$ cat src/include/ssc_pkg.sv
// Purpose: shared constants and types for the sram command-input stage
// Assumes: one clock, synchronous active-low reset on the controller end
// Notes: the memory end has no reset of its own, as the part has none
// Contract
// capture whole address on qualified rising edge
// byte write selects are active low
// each select gates its data lane and parity
// write strobe sampled only when qualify low
// controller drives write strobe low at start
// advance high with qualify low: counter increments
// advance low loads new external address
// controller loads fresh address after deselect
// edges with qualify high are ignored
// all synchronous inputs registered on qualified edge
// first and third chip selects active low
// second chip select active high
// selected only when all three selects active
// qualify high holds registers, keeps selection
// strap chooses interleaved or linear burst order
// write data captured into data register
// counter covers two low bits, four beats
// deselect with load stops burst, starts nothing
package ssc_pkg;
	localparam int ADDR_W = 20;
	localparam int LANES = 4;
	localparam int LANE_W = 8;
	localparam int BURST_W = 2;
	localparam logic [1:0] BEAT_ZERO = 2'h0;
	localparam logic [1:0] BEAT_ONE = 2'h1;
	localparam logic [1:0] BEAT_LAST = 2'h3;
	typedef enum logic [1:0] {SSC_IDLE, SSC_READ, SSC_WRITE} ssc_op_t;
endpackage : ssc_pkg

$ cat src/include/ssc_if.sv
// Purpose: synchronous sram command bus between controller and memory
// Assumes: data lanes are modelled one-way, write direction only
// Notes: no clocking block; testbench joins the two ends here
`timescale 1ns/100ps
interface ssc_if #(
	parameter int ADDR_W = ssc_pkg::ADDR_W,
	parameter int LANES = ssc_pkg::LANES,
	parameter int LANE_W = ssc_pkg::LANE_W
);
	logic [ADDR_W-1:0] addr;
	logic chip_sel_low_a;
	logic chip_sel_high;
	logic chip_sel_low_b;
	logic write_n;
	logic [LANES-1:0] byte_write_sel_n;
	logic advance_load_n;
	logic clock_qualify_n;
	logic [LANES*LANE_W-1:0] wdata;
	logic [LANES-1:0] parity_lane;
	modport ctrl (output addr, chip_sel_low_a, chip_sel_high, chip_sel_low_b,
		write_n, byte_write_sel_n, advance_load_n, clock_qualify_n, wdata,
		parity_lane);
	modport mem (input addr, chip_sel_low_a, chip_sel_high, chip_sel_low_b,
		write_n, byte_write_sel_n, advance_load_n, clock_qualify_n, wdata,
		parity_lane);
endinterface : ssc_if

$ cat src/verilog/ssc_mem_end.sv
// Purpose: memory end of the command bus; registers the synchronous
// inputs, decodes the command and runs the two-bit burst counter
// Assumes: bus inputs come from logic on clk_sys, so they need no
// synchroniser; the burst-order strap is a pin and passes two flops
// before anything reads it
// Notes: no reset, as the part has none; outputs are unknown until the
// first qualified load; a raised qualify freezes every register but
// the strap synchroniser, and does not end the selection
// or the burst in progress
`timescale 1ns/100ps
module ssc_mem_end #(
	parameter int ADDR_W = ssc_pkg::ADDR_W,
	parameter int LANES = ssc_pkg::LANES,
	parameter int LANE_W = ssc_pkg::LANE_W
) (
	input wire logic clk_sys,
	ssc_if.mem bus,
	input wire logic burst_interleave,
	output logic [ADDR_W-1:0] cur_addr,
	output ssc_pkg::ssc_op_t cur_op,
	output logic [LANES-1:0] lane_write_en,
	output logic [LANES*LANE_W-1:0] wdata_out,
	output logic [LANES-1:0] parity_out
);
	import ssc_pkg::*;

	// low address bits of one beat, in the order the strap picks
	function automatic logic [BURST_W-1:0] beat_low(
		input logic [BURST_W-1:0] start,
		input logic [BURST_W-1:0] beat,
		input logic interleave
	);
		logic [BURST_W-1:0] low;
		if (interleave) begin
			low = start ^ beat;
		end else begin
			low = BURST_W'(start + beat);
		end
		return low;
	endfunction : beat_low

	// strap pin crosses in from outside the clock domain
	logic strap_meta_reg;
	logic strap_sync_reg;
	logic strap_reg;
	logic strap_next;

	// command decode
	logic qualified;
	logic selected;
	logic load_cycle;
	logic advance_cycle;
	logic write_beat;
	ssc_op_t load_op;
	ssc_op_t op_reg;
	ssc_op_t op_next;

	// burst address
	logic [ADDR_W-1:0] base_reg;
	logic [ADDR_W-1:0] base_next;
	logic [BURST_W-1:0] beat_reg;
	logic [BURST_W-1:0] beat_next;
	logic [ADDR_W-1:0] addr_reg;
	logic [ADDR_W-1:0] addr_next;

	always_ff @(posedge clk_sys) begin
		strap_meta_reg <= burst_interleave;
		strap_sync_reg <= strap_meta_reg;
	end

	// an edge counts only while qualify is low
	assign qualified = !bus.clock_qualify_n;

	// all three selects at active level on the same edge
	assign selected = !bus.chip_sel_low_a
		&& bus.chip_sel_high
		&& !bus.chip_sel_low_b;

	assign load_cycle = qualified && !bus.advance_load_n;
	assign advance_cycle = qualified
		&& bus.advance_load_n;

	// strap is meant to stay put; sampled on qualified edges only
	always_comb begin
		strap_next = strap_reg;
		if (qualified) begin
			strap_next = strap_sync_reg;
		end
	end

	always_ff @(posedge clk_sys) begin
		strap_reg <= strap_next;
	end

	// what a load starts: nothing unless selected
	always_comb begin
		if (!selected) begin
			load_op = SSC_IDLE;
		end else if (!bus.write_n) begin
			load_op = SSC_WRITE;
		end else begin
			load_op = SSC_READ;
		end
	end

	// command state; an advance keeps the burst's command
	always_comb begin
		op_next = op_reg;
		case (op_reg)
			SSC_IDLE: begin
				// an advance while idle starts nothing
				if (load_cycle) begin
					op_next = load_op;
				end
			end
			SSC_READ, SSC_WRITE: begin
				if (load_cycle) begin
					op_next = load_op;
				end else if (advance_cycle) begin
					op_next = op_reg;
				end
			end
			default: begin
				op_next = SSC_IDLE;
			end
		endcase
	end

	always_ff @(posedge clk_sys) begin
		op_reg <= op_next;
	end

	// a load keeps the old base when deselected
	always_comb begin
		base_next = base_reg;
		if (load_cycle && selected) begin
			base_next = bus.addr;
		end
	end

	// two-bit counter: cleared on a load, stepped on an advance while a burst is running
	always_comb begin
		beat_next = beat_reg;
		if (load_cycle) begin
			beat_next = BEAT_ZERO;
		end else if (advance_cycle
			&& op_reg != SSC_IDLE) begin
			beat_next = BURST_W'(beat_reg + BEAT_ONE);
		end
	end

	// beat address wraps within its group of four
	always_comb begin
		addr_next = {base_next[ADDR_W-1:BURST_W],
			beat_low(base_next[BURST_W-1:0], beat_next,
			strap_next)};
	end

	always_ff @(posedge clk_sys) begin
		base_reg <= base_next;
		beat_reg <= beat_next;
		addr_reg <= addr_next;
	end

	assign cur_addr = addr_reg;
	assign cur_op = op_reg;

	// lanes are written only in a qualified write beat
	assign write_beat = qualified
		&& op_next == SSC_WRITE;

	// one lane: eight data bits, their parity bit and a write enable
	generate
		for (genvar i = 0; i < LANES; i++) begin : g_lane
			logic wen_reg;
			logic wen_next;
			logic [LANE_W-1:0] wd_reg;
			logic [LANE_W-1:0] wd_next;
			logic par_reg;
			logic par_next;

			always_comb begin
				if (qualified) begin
					wd_next =
						bus.wdata[i*LANE_W +: LANE_W];
					par_next = bus.parity_lane[i];
					wen_next = write_beat
						&& !bus.byte_write_sel_n[i];
				end else begin
					wd_next = wd_reg;
					par_next = par_reg;
					wen_next = wen_reg;
				end
			end

			always_ff @(posedge clk_sys) begin
				wen_reg <= wen_next;
				wd_reg <= wd_next;
				par_reg <= par_next;
			end

			assign lane_write_en[i] = wen_reg;
			assign wdata_out[i*LANE_W +: LANE_W] = wd_reg;
			assign parity_out[i] = par_reg;
		end
	endgenerate
endmodule : ssc_mem_end

$ cat src/flat_wrapper.sv
// flat-port wrapper written by rule: the top's interface ports become plain ports
module ssc_mem_end_flat import ssc_pkg::*;
#(
	parameter int ADDR_W = ssc_pkg::ADDR_W,
	parameter int LANES = ssc_pkg::LANES,
	parameter int LANE_W = ssc_pkg::LANE_W
)
  (clk_sys, burst_interleave, cur_addr, cur_op, lane_write_en, wdata_out, parity_out, bus_addr, bus_chip_sel_low_a, bus_chip_sel_high, bus_chip_sel_low_b, bus_write_n, bus_byte_write_sel_n, bus_advance_load_n, bus_clock_qualify_n, bus_wdata, bus_parity_lane);
  ssc_if #(.ADDR_W(ADDR_W), .LANES(LANES), .LANE_W(LANE_W)) bus_i ();
  input wire logic clk_sys;
  input wire logic burst_interleave;
  output logic [ADDR_W-1:0] cur_addr;
  output ssc_pkg::ssc_op_t cur_op;
  output logic [LANES-1:0] lane_write_en;
  output logic [LANES*LANE_W-1:0] wdata_out;
  output logic [LANES-1:0] parity_out;
  input wire logic [$bits(bus_i.addr)-1:0] bus_addr;
  input wire logic [$bits(bus_i.chip_sel_low_a)-1:0] bus_chip_sel_low_a;
  input wire logic [$bits(bus_i.chip_sel_high)-1:0] bus_chip_sel_high;
  input wire logic [$bits(bus_i.chip_sel_low_b)-1:0] bus_chip_sel_low_b;
  input wire logic [$bits(bus_i.write_n)-1:0] bus_write_n;
  input wire logic [$bits(bus_i.byte_write_sel_n)-1:0] bus_byte_write_sel_n;
  input wire logic [$bits(bus_i.advance_load_n)-1:0] bus_advance_load_n;
  input wire logic [$bits(bus_i.clock_qualify_n)-1:0] bus_clock_qualify_n;
  input wire logic [$bits(bus_i.wdata)-1:0] bus_wdata;
  input wire logic [$bits(bus_i.parity_lane)-1:0] bus_parity_lane;
  assign bus_i.addr = bus_addr;
  assign bus_i.chip_sel_low_a = bus_chip_sel_low_a;
  assign bus_i.chip_sel_high = bus_chip_sel_high;
  assign bus_i.chip_sel_low_b = bus_chip_sel_low_b;
  assign bus_i.write_n = bus_write_n;
  assign bus_i.byte_write_sel_n = bus_byte_write_sel_n;
  assign bus_i.advance_load_n = bus_advance_load_n;
  assign bus_i.clock_qualify_n = bus_clock_qualify_n;
  assign bus_i.wdata = bus_wdata;
  assign bus_i.parity_lane = bus_parity_lane;
  ssc_mem_end #(.ADDR_W(ADDR_W), .LANES(LANES), .LANE_W(LANE_W)) u_core (.clk_sys(clk_sys), .bus(bus_i), .burst_interleave(burst_interleave), .cur_addr(cur_addr), .cur_op(cur_op), .lane_write_en(lane_write_en), .wdata_out(wdata_out), .parity_out(parity_out));
endmodule
$ cat config.mk
export PLATFORM = sky130hd
export DESIGN_NAME = ssc_mem_end_flat
export DESIGN_NICKNAME = d
export VERILOG_FILES = /design/src/include/ssc_pkg.sv /design/src/include/ssc_if.sv /design/src/verilog/ssc_mem_end.sv /design/src/flat_wrapper.sv
export SDC_FILE = /design/constraint.sdc
export NUM_CORES = 1
export LEC_CHECK = 0
export ABC_CLOCK_PERIOD_IN_PS = 2970
export BUFFER_PORTS_ARGS = -buffer_cell sky130_fd_sc_hd__buf_4
export CAP_MARGIN = 0
export CORE_ASPECT_RATIO = 1.2
export CORE_MARGIN = 1.5
export CORE_UTILIZATION = 44
export DETAILED_ROUTE_END_ITERATION = 7
export PLACE_DENSITY = 0.78
export SLEW_MARGIN = 30
export SYNTH_ARGS = -nofsm -noshare
export SYNTH_HDL_FRONTEND = slang
export SYNTH_SLANG_ARGS = --single-unit
$ cat constraint.sdc
create_clock -name clk_sys -period 2.97 [get_ports clk_sys]
set_input_delay 0.297 -clock clk_sys [delete_from_list [all_inputs] [get_ports clk_sys]]
set_output_delay 0.297 -clock clk_sys [all_outputs]
set_load 0.02 [all_outputs]
# ---- Word level (Yosys, flattened, before mapping)
# Index checks and enable logic that the tools add are counted.
# Widths: inputs -> output; s select.
dict set report totals {
  register_bits 87
  inputBits 68
  output_inout_bits 62
  word_cells 56
}
dict set report op_classes {
  n_addsub 2
  eq_ne 3
  muxes 9
  n_bitwise 1
  reduce_logical 22
}
# op n
set op_table {}
lappend op_table {{$mux 20} 1}
lappend op_table {{$mux 2} 7}
lappend op_table {{$logic_and 1x1->1} 11}
lappend op_table {{$logic_not 1->1} 8}
lappend op_table {{$eq 2x2->1 const B} 2}
lappend op_table {{$reduce_or 3->1} 1}
lappend op_table {{$add 2x1->2 const B} 1}
lappend op_table {{$add 2x2->2} 1}
lappend op_table {{$eq 2x1->1 const B} 1}
lappend op_table {{$logic_not 2->1} 1}
lappend op_table {{$reduce_bool 2->1} 1}
lappend op_table {{$xor 2x2->2} 1}
lappend op_table {{$mux 1} 1}

# ---- Depth between registers and ports, before layout
dict set report depth {
  depth_word 9
  mapped_depth 9
  depth_no_buf 8
}

# ---- Worst setup path before layout
# No wires, ideal clock.
dict set report synth_path {
  path_kind {in2reg}
  from {in bus_chip_sel_low_b}
  to {reg u_core.addr_reg[1] (netlist: u_core.cur_addr[1])}
  setup_ps 72
  t_arrival_ps 2455
  required_time_ps 2898
  setup_slack_ps 444
  stages 7
  cell_sequence {or3b_4 > nor3_4 > mux2_1 > ha_1 > and3_4 > a221oi_2 > xor2_1}
}
dict set report synth_between {
  elab_chain_len 6
  word_cells_on_any_way 7
  classes_between {add/sub: 1; mux: 2; bitwise: 1; reduce/logical: 3}
}
# element line_no
set synth_lines {}
lappend synth_lines {{from (decl)} flat_wrapper.sv:20} ;# input wire logic [$bits(bus_i.chip_sel_low_b)-1:0] bus_chip_sel_low_b;
lappend synth_lines {{$logic_not 1->1} ssc_mem_end.sv:77} ;# && !bus.chip_sel_low_b;
lappend synth_lines {{$logic_and 1x1->1} ssc_mem_end.sv:77}
lappend synth_lines {{$logic_and 1x1->1} ssc_mem_end.sv:136} ;# if (load_cycle && selected) begin
lappend synth_lines {{$mux 20} ssc_mem_end.sv:136}
lappend synth_lines {{net u_core.base_next[0]} ssc_mem_end.sv:60} ;# logic [ADDR_W-1:0] base_next;
lappend synth_lines {{$add 2x2->2} ssc_mem_end.sv:37} ;# low = BURST_W'(start + beat);
lappend synth_lines {{$mux 2} ssc_mem_end.sv:34} ;# if (interleave) begin
lappend synth_lines {{net u_core.addr_next[1]} ssc_mem_end.sv:64} ;# logic [ADDR_W-1:0] addr_next;
lappend synth_lines {{to (signal assigned)} ssc_mem_end.sv:162} ;# addr_reg <= addr_next;
lappend synth_lines {{to (decl)} ssc_mem_end.sv:63} ;# logic [ADDR_W-1:0] addr_reg;
# The timed path passes the listed nets, and every way through them passes these cells.
# A chain may end at the register's enable or synchronous reset.

# ---- Final worst setup path
# Ends and elaborated chain as after synthesis.

==> key figures <==
Status
  – Status: finished with violations
  – Failing checks: design-rule violations

Global routing
  – GRT Util Overall: 16.2%
  – Number of global-route vias before repair: between 1500 and 2000
  – Largest net degree at the start of global routing: 23
  – First-pass GRT wire length: 7220 um
  – Antenna violations before repair: 0
  – GRT Residual Overflow: 0

Placed design
  – HPWL after DPL: around 3700 um
  – Number of buffers added on ports: 129
  – Area post-placement: 0.00334 mm^2
  – GPL Wtd Cong: 0.729
  – Pre-CTS setup slack: between 0.7 and 0.8 ns

Synthesis
  – Mean post-synth cell area: 17.5 um^2
  – Synth Flop Type: edfxtp_1
  – Ys Warns: 0
  – Ys async rst share: 0%
  – Number of synthesized flops with an enable pin: 58
  – Yosys cell types: 31
  – Syn Nets: 211
  – Cells after Synth: between 100 and 150
  – Syn Std Cell Area: 0.00248 mm^2
  – Synthesized flop and latch total: 69
  – Sequential fraction of the synthesis area: ~79%

STA
  – Endpoints failing setup: 0
  – Slew Viols, Final: 0
  – Setup Skew: 0.00442 ns
  – Worst slew margin: 42.8%
  – Final Critical Period: roughly 1.9 ns
  – Hold Fails Final Rpt: 0
  – WHS: 0.0610 ns
  – Post-Route Setup TNS: 0 ns
  – Achievable Freq: 516 MHz
  – Worst-margin pin slew: 0.857 ns
  – Final worst slack: 1.03 ns
  – Part of the cycle the worst path needs: roughly two thirds
  – RSZ-0062 raised after global routing: no

Drt
  – Residual DRC: 7
  – Post-DR vias/cell: 4.64
  – WL/cell: 15.5 um
  – Post-route ant nets: 0
  – Final wirelength: 4990 um
  – DRT Pass-1 Iters: 6
  – Initial DRC Count: 68
  – Vias post-DR: 1498

Finish
  – Commonest non-fill, non-tap cell in the layout: buf_4
  – Layout cell share with drive strength beyond 1: between 50% and 60%
  – Fill cells: 427
  – # diodes: 0
  – Area growth from synthesis to layout: 42.1%
  – Final Net Count: around 330
  – Finished layout cell area: about 0.0035 mm^2
  – Max reg flops: 32
  – Commonest non-fill, non-tap cells in the layout: buf_4, edfxtp_1, dfxtp_1

Die
  – Die Ht: 85.3 um
  – Core area: 0.00537 mm^2
  – # IOs: 130
  – Die area: 0.00610 mm^2
  – Num rows: 29
  – Initial cell density of the core: 46.2%
  – Die width: 71.6 um

Worst setup path
  – Setup Crit Path Kind: input pin to flop
  – List of cells traversed by the critical path: buf_4 -> or3b_4 -> nor3_4 -> mux2_1 -> ha_1 -> and3_4 -> a221oi_2 -> xor2_1
  – Crit path largest cell delay: between 0.4 and 0.5 ns
  – Reg2Reg Depth: 7
  – Critical path startpoint category: input pin
  – Crit. End Element: flop
  – Critical Path RT: 3.23 ns
  – CP arrival: 2.20 ns
  – Slowest-stage cell, CP: or3b_4
  – Worst-path maximum fanout: 3

Power and ir drop
  – PwrDens: between 600 and 700 mW/mm^2
  – Peak supply drop: between 0.0004 and 0.0005 V
  – Leak Pwr: 1.50 nW
  – Pwr Total: 2.16 mW

CTS
  – Worst-path clk slew: 0.07 ns
  – Worst-Skew Late Latency: 0.33 ns
  – Post-CTS setup repair buffer count: 0
  – Root Driver: clkbuf_8
  – # clock sinks: 69
  – Max H-tree Level: 3
  – Clock buffer depth: 2
  – TritonCTS clock tree: built
  – TritonCTS buffer count: 9
  – CTS Hold Buffers Added: 0
  – PostCTS Resize Cnt: 0

Hold path
  – Worst Hold Class: input pin to flop
  – Hold Path Depth: 1

Job
  – Max_cap viols: 0
worst max-delay path: cells and delay by family:
kind / cells / cell delay [ns]
compound gates: 1 / 0.29
buf+inv: 1 / 0.12
simple gates: 3 / 0.73
mux: 1 / 0.37
xor+xnor: 1 / 0.17
fa+ha+maj: 1 / 0.22
layout make-up:
class                   count  area [um^2]  share of cell area, %
clock inverters             6         53.8                   1.53
inverters                   3         11.3                  0.319
flip-flops and latches     69         1960                   55.7
clock buffers              10          128                   3.62
multi-input cells          42          297                   8.41
well taps                  62         77.6                   2.20
repair buffers            131          996                   28.3
Yosys cell counts, types with 2 or more instances:
library cell	n	area, um^2
a21oi_1	2	10.0
and3_1	3	18.8
buf_4	26	195
dfxtp_1	11	220
edfxtp_1	58	1740
inv_1	3	11.3
nand2_1	6	22.5
nor2_1	4	15.0
o21ai_0	7	35.0
final timing paths:
check	start	endpoint	slack, ns
setup / recovery	bus_chip_sel_low_b	u_core.cur_addr[1]	1.03
hold / removal	burst_interleave	u_core.strap_meta_reg	0.06
setup reg to reg	u_core.cur_op[1]	u_core.cur_addr[1]	1.15
hold reg to reg	u_core.strap_meta_reg	u_core.strap_sync_reg	0.33
power breakdown:
group          total, mW  switching [mW]  internal, mW
sequential          1.15          0.0256          1.13
clock              0.706           0.327         0.379
combinational      0.304           0.154         0.151
total               2.16           0.507          1.66
cell families (layout without fill, tap and decap cells):
family	Yosys count	count (layout)	share of synthesized area [%]
and+or+nand+nor	23	23	6.15
xor gates and xnor gates	1	1	0.353
buffers and inverters	31	150	8.98
muxes	2	2	0.857
adders and majority gates	1	1	0.504
AOI/OAI and AO/OA	15	15	4.08
DFF	69	69	79.1
metrics by stage:
step                cells  util [%]
floorplan             142         -
finish                323      65.6
detailed placement    307      62.3
global placement      307      62.3
CTS                   323      65.6
global route          323      65.6
layer usage:
metal	GRT usage, %	vias to the layer above	wire (um)
li1	-	721	-
met1	15.1	700	1640
met2	29.3	67	2840
met3	5.34	10	394
met4	10.8	0	108
met5	0	-	0
Power figures use the tool's default switching activity.
